$ cat config.mk
export PLATFORM = sky130hd
export DESIGN_NAME = scr_regs
export DESIGN_NICKNAME = d
export VERILOG_FILES = /design/src/scr_pkg.sv /design/src/scr_regs.sv
export SDC_FILE = /design/constraint.sdc
export NUM_CORES = 1
export LEC_CHECK = 0
export BUFFER_PORTS_ARGS = -buffer_cell sky130_fd_sc_hd__buf_2
export CAP_MARGIN = 20
export CORE_MARGIN = 5
export CORE_UTILIZATION = 40
export CTS_BUF_LIST = sky130_fd_sc_hd__clkbuf_8
export DETAILED_ROUTE_END_ITERATION = 7
export SYNTH_ARGS = -nofsm -noshare
export SYNTH_HDL_FRONTEND = slang
export SYNTH_SLANG_ARGS = --single-unit
$ cat constraint.sdc
create_clock -name clk_in -period 3.95 [get_ports clk_in]
set_clock_uncertainty 0.15 [all_clocks]
set_input_delay 0.5925 -clock clk_in [delete_from_list [all_inputs] [get_ports clk_in]]
set_output_delay 0.5925 -clock clk_in [all_outputs]
set_load 0.03 [all_outputs]
$ cat src/scr_pkg.sv
package scr_pkg;
    // Serial word layout
    localparam int WORD_W      = 32;
    localparam int SEL_W       = 4;
    localparam int CNT_W       = 6;
    localparam logic [SEL_W-1:0] SEL_REG0  = 4'h0;
    localparam logic [SEL_W-1:0] SEL_PHASE = 4'h3;
    localparam logic [SEL_W-1:0] SEL_REFCP = 4'h4;
    localparam logic [SEL_W-1:0] SEL_FIXED = 4'h5;
    localparam logic [SEL_W-1:0] SEL_FDBK  = 4'h6;
    // Phase control word fields
    localparam int PH_LO   = 4;
    localparam int PH_HI   = 27;
    localparam int PH_W    = 24;
    localparam int PHADJ_B = 28;
    localparam int SDDIS_B = 30;
    // Reference / charge pump word fields
    localparam int MUX_LO  = 27;
    localparam int MUX_HI  = 29;
    localparam int DBL_B   = 26;
    localparam int HALF_B  = 25;
    localparam int RDIV_LO = 15;
    localparam int RDIV_HI = 24;
    localparam int DBUF_B  = 14;
    localparam int CP_LO   = 10;
    localparam int CP_HI   = 13;
    localparam int LVL_B   = 8;
    localparam int POL_B   = 7;
    localparam int PD_B    = 6;
    localparam int TRI_B   = 5;
    localparam int CRST_B  = 4;
    // Feedback / bleed word fields
    localparam int GBL_B   = 30;
    localparam int NBL_B   = 29;
    localparam int FBS_B   = 24;
    localparam int ODIV_LO = 21;
    localparam int ODIV_HI = 23;
    localparam int BL_LO   = 13;
    localparam int BL_HI   = 20;
    // Reset values, fixed word and full count
    localparam logic [WORD_W-1:0] ZERO_WORD  = 32'h0;
    localparam logic [WORD_W-1:0] FIXED_WORD = 32'h00800025;
    localparam logic [CNT_W-1:0]  CNT_ZERO   = 6'h0;
    localparam logic [CNT_W-1:0]  CNT_FULL   = 6'h20;
endpackage

$ cat src/scr_regs.sv
`timescale 1ns/1ns
// Contract
// - Phase-adjust bit 28 set makes each register 0 write step the phase.
// - Hold 24-bit phase value; with bit 28 set, each register 0 write adds it to phase.
// - Code 0100 steers word into reference and charge-pump register.
// - Bits 29..27 select the test output source.
// - Bit 26 doubles the reference, making both edges active.
// - Bit 25 inserts divide-by-two toggle between divider and detector.
// - Ten-bit reference divider ratio 1 to 1023.
// - Bit 14 holds output-divider select until next register 0 write.
// - Bits 13..10 set the charge pump current.
// - Bit 7 sets phase detector polarity, 1 positive.
// - Bit 6 powers down; registers keep contents.
// - Power-down loads counters, resets lock, tristates pump, disables outputs.
// - Bit 5 forces charge pump three-state.
// - Bit 4 holds counters and band select in reset.
// - Code 0110 steers feedback/bleed word; host writes fixed reserved bits.
// - Bit 30 gates bleed until lock; bit 29 enables negative bleed.
// - Bit 24 picks direct oscillator or divided feedback.
// - Bits 23..21 output divider; bits 20..13 bleed current.
// - Register 0 write resets modulator unless disable bit set.
module scr_regs
(
    // Clock and reset
    input  wire logic                       clk_in,
    input  wire logic                       rst_in,
    // Three-wire serial port, sampled on clk_in
    input  wire logic                       sclk_in,
    input  wire logic                       sdata_in,
    input  wire logic                       load_en_in,
    // Lock status from loop
    input  wire logic                       lock_detect_in,
    // Phase and modulator
    output logic                            phase_step_out,
    output logic [scr_pkg::PH_W-1:0]        phase_acc_out,
    output logic                            modulator_reset_out,
    // Reference path
    output logic [2:0]                      test_output_select_out,
    output logic                            reference_doubler_enable_out,
    output logic                            reference_half_divide_out,
    output logic [9:0]                      ref_divide_ratio_out,
    output logic                            output_logic_level_out,
    // Charge pump
    output logic [3:0]                      charge_pump_current_out,
    output logic                            detector_polarity_out,
    output logic                            charge_pump_tristate_out,
    output logic                            counters_reset_out,
    output logic                            outputs_disable_out,
    output logic                            lock_detect_reset_out,
    // Feedback and bleed
    output logic                            bleed_enable_out,
    output logic [7:0]                      bleed_current_out,
    output logic                            feedback_source_select_out,
    output logic [2:0]                      output_divider_select_out,
    output logic                            fixed_word_ok_out
);
    import scr_pkg::*;

    logic [WORD_W-1:0] shift_reg;
    logic [CNT_W-1:0]  count_reg;
    logic              sclk_d_reg;
    logic              le_d_reg;
    logic [WORD_W-1:0] phase_reg;
    logic [WORD_W-1:0] refcp_reg;
    logic [WORD_W-1:0] fixed_reg;
    logic [WORD_W-1:0] fdbk_reg;
    logic [2:0]        odiv_reg;
    logic              latch_w;
    logic              reg0_w;
    logic [SEL_W-1:0]  sel_w;

    // Decodes the select code of a latched word
    function automatic logic hit(input logic [WORD_W-1:0] w, input logic [SEL_W-1:0] code);
        hit = (w[SEL_W-1:0] == code);
    endfunction

    // Edge detect of serial clock and load enable; inputs are already synchronous
    always_ff @(posedge clk_in)
    begin
        if (rst_in)
        begin
            sclk_d_reg <= 1'b0;
            le_d_reg   <= 1'b0;
        end
        else
        begin
            sclk_d_reg <= sclk_in;
            le_d_reg   <= load_en_in;
        end
    end

    assign latch_w = load_en_in && !le_d_reg;
    assign sel_w   = shift_reg[SEL_W-1:0];
    assign reg0_w  = latch_w && hit(shift_reg, SEL_REG0);

    // Shift in on rising serial clock, MSB first; keeps working in power-down
    always_ff @(posedge clk_in)
    begin
        if (rst_in)
        begin
            shift_reg <= ZERO_WORD;
            count_reg <= CNT_ZERO;
        end
        else if (latch_w)
        begin
            count_reg <= CNT_ZERO;
        end
        else if (sclk_in && !sclk_d_reg && !load_en_in)
        begin
            shift_reg <= {shift_reg[WORD_W-2:0], sdata_in};
            if (count_reg != CNT_FULL)
                count_reg <= count_reg + 6'h01;
        end
    end

    // Register steering on latch; short frames are still latched as seen
    always_ff @(posedge clk_in)
    begin
        if (rst_in)
        begin
            phase_reg <= ZERO_WORD;
            refcp_reg <= ZERO_WORD;
            fixed_reg <= ZERO_WORD;
            fdbk_reg  <= ZERO_WORD;
        end
        else if (latch_w)
        begin
            if (sel_w == SEL_PHASE)
                phase_reg <= shift_reg;
            if (sel_w == SEL_REFCP)
                refcp_reg <= shift_reg;
            if (sel_w == SEL_FIXED)
                fixed_reg <= shift_reg;
            if (sel_w == SEL_FDBK)
                fdbk_reg <= shift_reg;
        end
    end

    // Output divider select, optionally held until register 0 commits
    always_ff @(posedge clk_in)
    begin
        if (rst_in)
            odiv_reg <= 3'h0;
        else if (latch_w && hit(shift_reg, SEL_FDBK) && !refcp_reg[DBUF_B])
            odiv_reg <= shift_reg[ODIV_HI:ODIV_LO];
        else if (reg0_w)
            odiv_reg <= fdbk_reg[ODIV_HI:ODIV_LO];
    end

    // Phase accumulator steps on every commit when adjust is enabled
    always_ff @(posedge clk_in)
    begin
        if (rst_in)
        begin
            phase_acc_out       <= 24'h0;
            phase_step_out      <= 1'b0;
            modulator_reset_out <= 1'b0;
        end
        else
        begin
            phase_step_out      <= reg0_w && phase_reg[PHADJ_B];
            modulator_reset_out <= reg0_w && !phase_reg[SDDIS_B];
            if (reg0_w && phase_reg[PHADJ_B])
                phase_acc_out <= phase_acc_out + phase_reg[PH_HI:PH_LO];
        end
    end

    // Control outputs decoded from stored fields; all registered
    always_ff @(posedge clk_in)
    begin
        if (rst_in)
        begin
            test_output_select_out       <= 3'h0;
            reference_doubler_enable_out <= 1'b0;
            reference_half_divide_out    <= 1'b0;
            ref_divide_ratio_out         <= 10'h001;
            output_logic_level_out       <= 1'b0;
            charge_pump_current_out      <= 4'h0;
            detector_polarity_out        <= 1'b0;
            charge_pump_tristate_out     <= 1'b1;
            counters_reset_out           <= 1'b1;
            outputs_disable_out          <= 1'b1;
            lock_detect_reset_out        <= 1'b1;
            bleed_enable_out             <= 1'b0;
            bleed_current_out            <= 8'h00;
            feedback_source_select_out   <= 1'b0;
            output_divider_select_out    <= 3'h0;
            fixed_word_ok_out            <= 1'b0;
        end
        else
        begin
            test_output_select_out       <= refcp_reg[MUX_HI:MUX_LO];
            reference_doubler_enable_out <= refcp_reg[DBL_B];
            reference_half_divide_out    <= refcp_reg[HALF_B];
            // Ratio 0 is not legal; treat it as divide by one
            ref_divide_ratio_out         <= (refcp_reg[RDIV_HI:RDIV_LO] == 10'h000) ? 10'h001
                                            : refcp_reg[RDIV_HI:RDIV_LO];
            output_logic_level_out       <= refcp_reg[LVL_B];
            charge_pump_current_out      <= refcp_reg[CP_HI:CP_LO];
            detector_polarity_out        <= refcp_reg[POL_B];
            charge_pump_tristate_out     <= refcp_reg[TRI_B] || refcp_reg[PD_B];
            counters_reset_out           <= refcp_reg[CRST_B] || refcp_reg[PD_B];
            outputs_disable_out          <= refcp_reg[PD_B];
            lock_detect_reset_out        <= refcp_reg[PD_B];
            bleed_enable_out             <= fdbk_reg[NBL_B] && (!fdbk_reg[GBL_B] || lock_detect_in);
            bleed_current_out            <= fdbk_reg[BL_HI:BL_LO];
            feedback_source_select_out   <= fdbk_reg[FBS_B];
            output_divider_select_out    <= odiv_reg;
            fixed_word_ok_out            <= (fixed_reg == FIXED_WORD);
        end
    end

    // Checks: control bits reach their outputs one edge after the stored word
    a_power_down_forces: assert property (@(posedge clk_in) disable iff (rst_in)
        refcp_reg[PD_B] |=> (charge_pump_tristate_out && counters_reset_out && outputs_disable_out))
        else $error("power-down effects missing");
    a_tristate_bit: assert property (@(posedge clk_in) disable iff (rst_in)
        refcp_reg[TRI_B] |=> charge_pump_tristate_out)
        else $error("tristate not applied");
    a_counter_reset: assert property (@(posedge clk_in) disable iff (rst_in)
        refcp_reg[CRST_B] |=> counters_reset_out)
        else $error("counter reset not applied");
    a_regs_kept: assert property (@(posedge clk_in) disable iff (rst_in)
        (refcp_reg[PD_B] && !latch_w) |=> ($stable(phase_reg) && $stable(fixed_reg) && $stable(fdbk_reg)))
        else $error("registers lost in power-down");
    a_serial_alive: assert property (@(posedge clk_in) disable iff (rst_in)
        (refcp_reg[PD_B] && sclk_in && !sclk_d_reg && !load_en_in)
        |=> (shift_reg == {$past(shift_reg[WORD_W-2:0]), $past(sdata_in)}))
        else $error("serial input stalled in power-down");
    // Phase and modulator strobes; a stray pulse would upset the loop
    a_phase_step: assert property (@(posedge clk_in) disable iff (rst_in)
        (reg0_w && phase_reg[PHADJ_B]) |=> (phase_step_out &&
        phase_acc_out == PH_W'($past(phase_acc_out) + $past(phase_reg[PH_HI:PH_LO]))))
        else $error("phase not advanced");
    a_phase_hold: assert property (@(posedge clk_in) disable iff (rst_in)
        !(reg0_w && phase_reg[PHADJ_B]) |=> $stable(phase_acc_out))
        else $error("phase moved without commit");
    a_step_quiet: assert property (@(posedge clk_in) disable iff (rst_in)
        !(reg0_w && phase_reg[PHADJ_B]) |=> !phase_step_out)
        else $error("phase step without commit");
    a_modulator_reset: assert property (@(posedge clk_in) disable iff (rst_in)
        reg0_w |=> (modulator_reset_out == !$past(phase_reg[SDDIS_B])))
        else $error("modulator reset wrong");
    a_mod_quiet: assert property (@(posedge clk_in) disable iff (rst_in)
        !reg0_w |=> !modulator_reset_out)
        else $error("modulator reset without commit");
    // Field steering, checked two edges after the latch
    a_refcp_steer: assert property (@(posedge clk_in) disable iff (rst_in)
        (latch_w && sel_w == SEL_REFCP) |=> ##1 (charge_pump_current_out == $past(shift_reg[CP_HI:CP_LO], 2)))
        else $error("reference word not steered");
    a_mux_steer: assert property (@(posedge clk_in) disable iff (rst_in)
        (latch_w && sel_w == SEL_REFCP) |=> ##1 (test_output_select_out == $past(shift_reg[MUX_HI:MUX_LO], 2)))
        else $error("test output select not steered");
    a_doubler_steer: assert property (@(posedge clk_in) disable iff (rst_in)
        (latch_w && sel_w == SEL_REFCP) |=> ##1 (reference_doubler_enable_out == $past(shift_reg[DBL_B], 2)))
        else $error("doubler bit not steered");
    a_half_steer: assert property (@(posedge clk_in) disable iff (rst_in)
        (latch_w && sel_w == SEL_REFCP) |=> ##1 (reference_half_divide_out == $past(shift_reg[HALF_B], 2)))
        else $error("half divide bit not steered");
    a_ratio_steer: assert property (@(posedge clk_in) disable iff (rst_in)
        (latch_w && sel_w == SEL_REFCP && shift_reg[RDIV_HI:RDIV_LO] != 10'h000)
        |=> ##1 (ref_divide_ratio_out == $past(shift_reg[RDIV_HI:RDIV_LO], 2)))
        else $error("divider ratio not steered");
    a_polarity_steer: assert property (@(posedge clk_in) disable iff (rst_in)
        (latch_w && sel_w == SEL_REFCP) |=> ##1 (detector_polarity_out == $past(shift_reg[POL_B], 2)))
        else $error("polarity bit not steered");
    a_fb_steer: assert property (@(posedge clk_in) disable iff (rst_in)
        (latch_w && sel_w == SEL_FDBK) |=> ##1 (bleed_current_out == $past(shift_reg[BL_HI:BL_LO], 2)))
        else $error("feedback word not steered");
    a_source_steer: assert property (@(posedge clk_in) disable iff (rst_in)
        (latch_w && sel_w == SEL_FDBK) |=> ##1 (feedback_source_select_out == $past(shift_reg[FBS_B], 2)))
        else $error("feedback source not steered");
    // Output divider: direct, buffered and committed paths
    a_odiv_direct: assert property (@(posedge clk_in) disable iff (rst_in)
        (latch_w && sel_w == SEL_FDBK && !refcp_reg[DBUF_B]) |=> (odiv_reg == $past(shift_reg[ODIV_HI:ODIV_LO])))
        else $error("unbuffered divider not applied");
    a_odiv_buffer: assert property (@(posedge clk_in) disable iff (rst_in)
        (refcp_reg[DBUF_B] && !reg0_w) |=> $stable(odiv_reg))
        else $error("buffered divider changed early");
    a_odiv_commit: assert property (@(posedge clk_in) disable iff (rst_in)
        reg0_w |=> (odiv_reg == $past(fdbk_reg[ODIV_HI:ODIV_LO])))
        else $error("divider not committed");
    a_divider_out: assert property (@(posedge clk_in) disable iff (rst_in)
        $changed(odiv_reg) |=> (output_divider_select_out == $past(odiv_reg)))
        else $error("divider output not updated");
    // Bleed gating against lock
    a_bleed_gate: assert property (@(posedge clk_in) disable iff (rst_in)
        (fdbk_reg[GBL_B] && !lock_detect_in) |=> !bleed_enable_out)
        else $error("bleed on before lock");
    a_bleed_on: assert property (@(posedge clk_in) disable iff (rst_in)
        (fdbk_reg[NBL_B] && (!fdbk_reg[GBL_B] || lock_detect_in)) |=> bleed_enable_out)
        else $error("bleed not enabled");
    // Main scenarios
    c_commit_adjust: cover property (@(posedge clk_in) reg0_w && phase_reg[PHADJ_B]);
    c_power_down: cover property (@(posedge clk_in) refcp_reg[PD_B]);
    c_buffered_divider: cover property (@(posedge clk_in) refcp_reg[DBUF_B] && reg0_w);
    c_fixed_ok: cover property (@(posedge clk_in) fixed_word_ok_out);
    c_full_frame: cover property (@(posedge clk_in) latch_w && count_reg == CNT_FULL);
endmodule

==> flow_metrics.tcl <==
set metrics [dict create \
    power_density_nw_per_um2 398 \
    ys_seq_area_frac 0.510 \
    grt_max_degree 144 \
    fin_crit_ps 2780 \
    numCtsBuffers 17 \
    path_max_fanout 4 \
    crit_type "reg2reg" \
    totalWireLength_um 18100 \
    cts-hold-fix-buffers 0 \
    synthCells 919 \
    core_area_sq_um 19300 \
    drv_slew 0 \
    clk_latency_ps 460 \
    post-cts-setup-buffers 0 \
    worst_pin_slew_ps 1040 \
    nNetsFinal 994 \
    ant_nets 0 \
    clockRootBuffer "clkbuf_8" \
    yosys_warnings 0 \
    cts.htree.levels 4 \
    firstDrtPassIters 6 \
    diodes 0 \
    end_kind "flop" \
    fill_cells 1950 \
    max_freq_ghz 0.359 \
    clockBufferDepth 2 \
    cts_tree "done" \
    rsz0062_at_grt "false" \
    synth-seq-cells 198 \
    routedWlPerCell_um 14.5 \
    syn_area_per_cell_sq_um 8.45 \
    vias_per_cell 5.02 \
    grt_pass1_vias 5640 \
    core.rowCount 51 \
    die-area_sq_um 22300 \
    clock_sinks 198 \
    fp.dieH_um 149 \
    multiInputGateArea_sq_um 3570 \
    gr-total-overflow 0 \
    clkTransAtPathRegs_ps 110 \
    synthArstFlopShare 0 \
    hold_viol_final 0 \
    layout-drive-gt1-share 0.126 \
    first_iter_violations 472 \
    synth_area_sq_um 7770 \
    hp-class "in2reg" \
    timing.final.crit_share 0.705 \
    stdcell_area_sq_um 8780 \
    synthesis.nets 949 \
    antenna_found_initial 0 \
    slowest_stage "fa_1" \
    crit_chain "ha_1, fa_1, a21o_1, and4_1, o21ai_0, o2111a_1, o31ai_1, xor2_1, a22o_1" \
    critical-path-top-delay-family "compound AO/OA/AOI/OAI gates" \
    fp.dieW_um 149 \
    ys_types 55 \
    path_buf_inv 0 \
    place_hpwl_um 12200 \
    grt.total_usage 0.164 \
    final_cell_mix "254 x nand2_1, 198 x dfxtp_1, 138 x a21oi_1, 69 x buf_2, 55 x nor2_1" \
    synthToLayoutAreaGrowth_pct 13.1 \
    initial_core_util 0.403 \
    fin_tns_setup_ps 0 \
    postPlaceCellArea_sq_um 8320 \
    cp.required_ps 4170 \
    dr_total_vias 6238 \
    layout_commonest_cell "nand2_1" \
    ir_worst_vdd_v 0.000270 \
    synth_edf_count 0 \
    ios 71 \
    p_leak_nw 3.46 \
    setup_viol 0 \
    route.detailed.drc 0 \
    slew_headroom 0.307 \
    io_buffers 70 \
    start_kind "flop" \
    drv_cap 0 \
    outcome "finished, final reports clean" \
    crit_arrival_ps 3010 \
    critPathMaxStageDelay_ps 410 \
    place.gp.congestion 0.897 \
    final-seq-area_sq_um 3960 \
    r2r_setup_slack_ps 1170 \
    ys.flop_type "dfxtp_1" \
    grt_pass1_wl_um 29200 \
    ctsResizeCount 0 \
]
[worst register-to-register path, stage by stage, from the launching register on]
cell and delay, ps:
dfxtp_1 340, ha_1 240, fa_1 410, a21o_1 180, and4_1 220, o21ai_0 400
o2111a_1 310, o31ai_1 110, xor2_1 140, a22o_1 200
[cell usage after synthesis (4+ instances only)]
| cell type | count | area (sq um) |
|---|---|---|
| nand2_1 | 254 | 953 |
| dfxtp_1 | 198 | 3960 |
| a21oi_1 | 138 | 691 |
| nor2_1 | 55 | 206 |
| clkbuf_1 | 49 | 184 |
| nor2b_1 | 38 | 238 |
| ha_1 | 23 | 288 |
| mux2i_1 | 18 | 180 |
| a211oi_1 | 12 | 90.1 |
| o21ai_0 | 12 | 60.1 |
| xnor2_1 | 11 | 96.3 |
| nor4_1 | 7 | 43.8 |
| a21o_1 | 6 | 45.0 |
| inv_1 | 6 | 22.5 |
| nor3_1 | 6 | 30.0 |
| and3_1 | 5 | 31.3 |
| nand3b_1 | 5 | 37.5 |
| nand4_1 | 5 | 31.3 |
| a22o_1 | 4 | 35.0 |
| nand3_1 | 4 | 20.0 |
| o21bai_1 | 4 | 30.0 |
| or3_1 | 4 | 25.0 |
| xor2_1 | 4 | 35.0 |
[logic make-up (layout without fill, tap and decap cells)]
group                      after synthesis  in the layout  share of synthesized area
AOI/OAI and AO/OA                      199            199                      0.148
adders and majority gates               24             24                     0.0396
DFF                                    198            198                      0.510
xor gates and xnor gates                15             15                     0.0169
muxes                                   19             19                     0.0246
and+or+nand+nor                        403            403                      0.230
buffers and inverters                   61            119                     0.0303
[final cells by class]
class	instances	share of cell area
inverters	6	0.00256
clock buffers	18	0.0282
repair buffers	81	0.0509
multi-input cells	660	0.406
well taps	265	0.0377
flip-flops and latches	198	0.451
clock inverters	14	0.0231
[final timing paths]
kind	startpoint	to	cells after the start
worst max register to register	phase_acc_out[0]$_SDFFE_PP0P_	phase_acc_out[22]$_SDFFE_PP0P_	9
worst min-delay path	sclk_in	sclk_d_reg$_SDFF_PP0_	2
worst min register to register	phase_reg[30]$_SDFFE_PP0P_	modulator_reset_out$_SDFF_PP0_	1
worst max-delay path	phase_acc_out[0]$_SDFFE_PP0P_	phase_acc_out[22]$_SDFFE_PP0P_	9
[metrics by stage]
step | hold slack (ps) | total power [mW] | setup slack, ps | util | instances
2_1_floorplan | 251 | 2.10 | 1310 | - | 919
3_3_place_gp | 281 | 2.11 | 1230 | 0.432 | 1209
3_5_place_dp | 285 | 2.11 | 1220 | 0.432 | 1209
4_1_cts | 197 | 3.54 | 1190 | 0.455 | 1241
5_1_grt | 218 | 3.62 | 1060 | 0.456 | 1242
6_report | 220 | 3.49 | 1170 | 0.456 | 1242
[where the power goes]
group          switching, mW  internal, mW  leakage, nW
Sequential           0.00189          2.00         1.60
Combinational         0.0561        0.0124         1.64
Clock                  0.799         0.625        0.226
Total                  0.857          2.64         3.46
[layer usage]
metal  part of all wire  vias to the layer above  global-route usage
li1                   -                     3187                   -
met1               0.48                     2927               0.227
met2               0.47                      114               0.263
met3              0.039                       10              0.0349
met4              0.012                        0              0.0394
met5                  0                        -                   0
(Power assumes the default switching activity.)
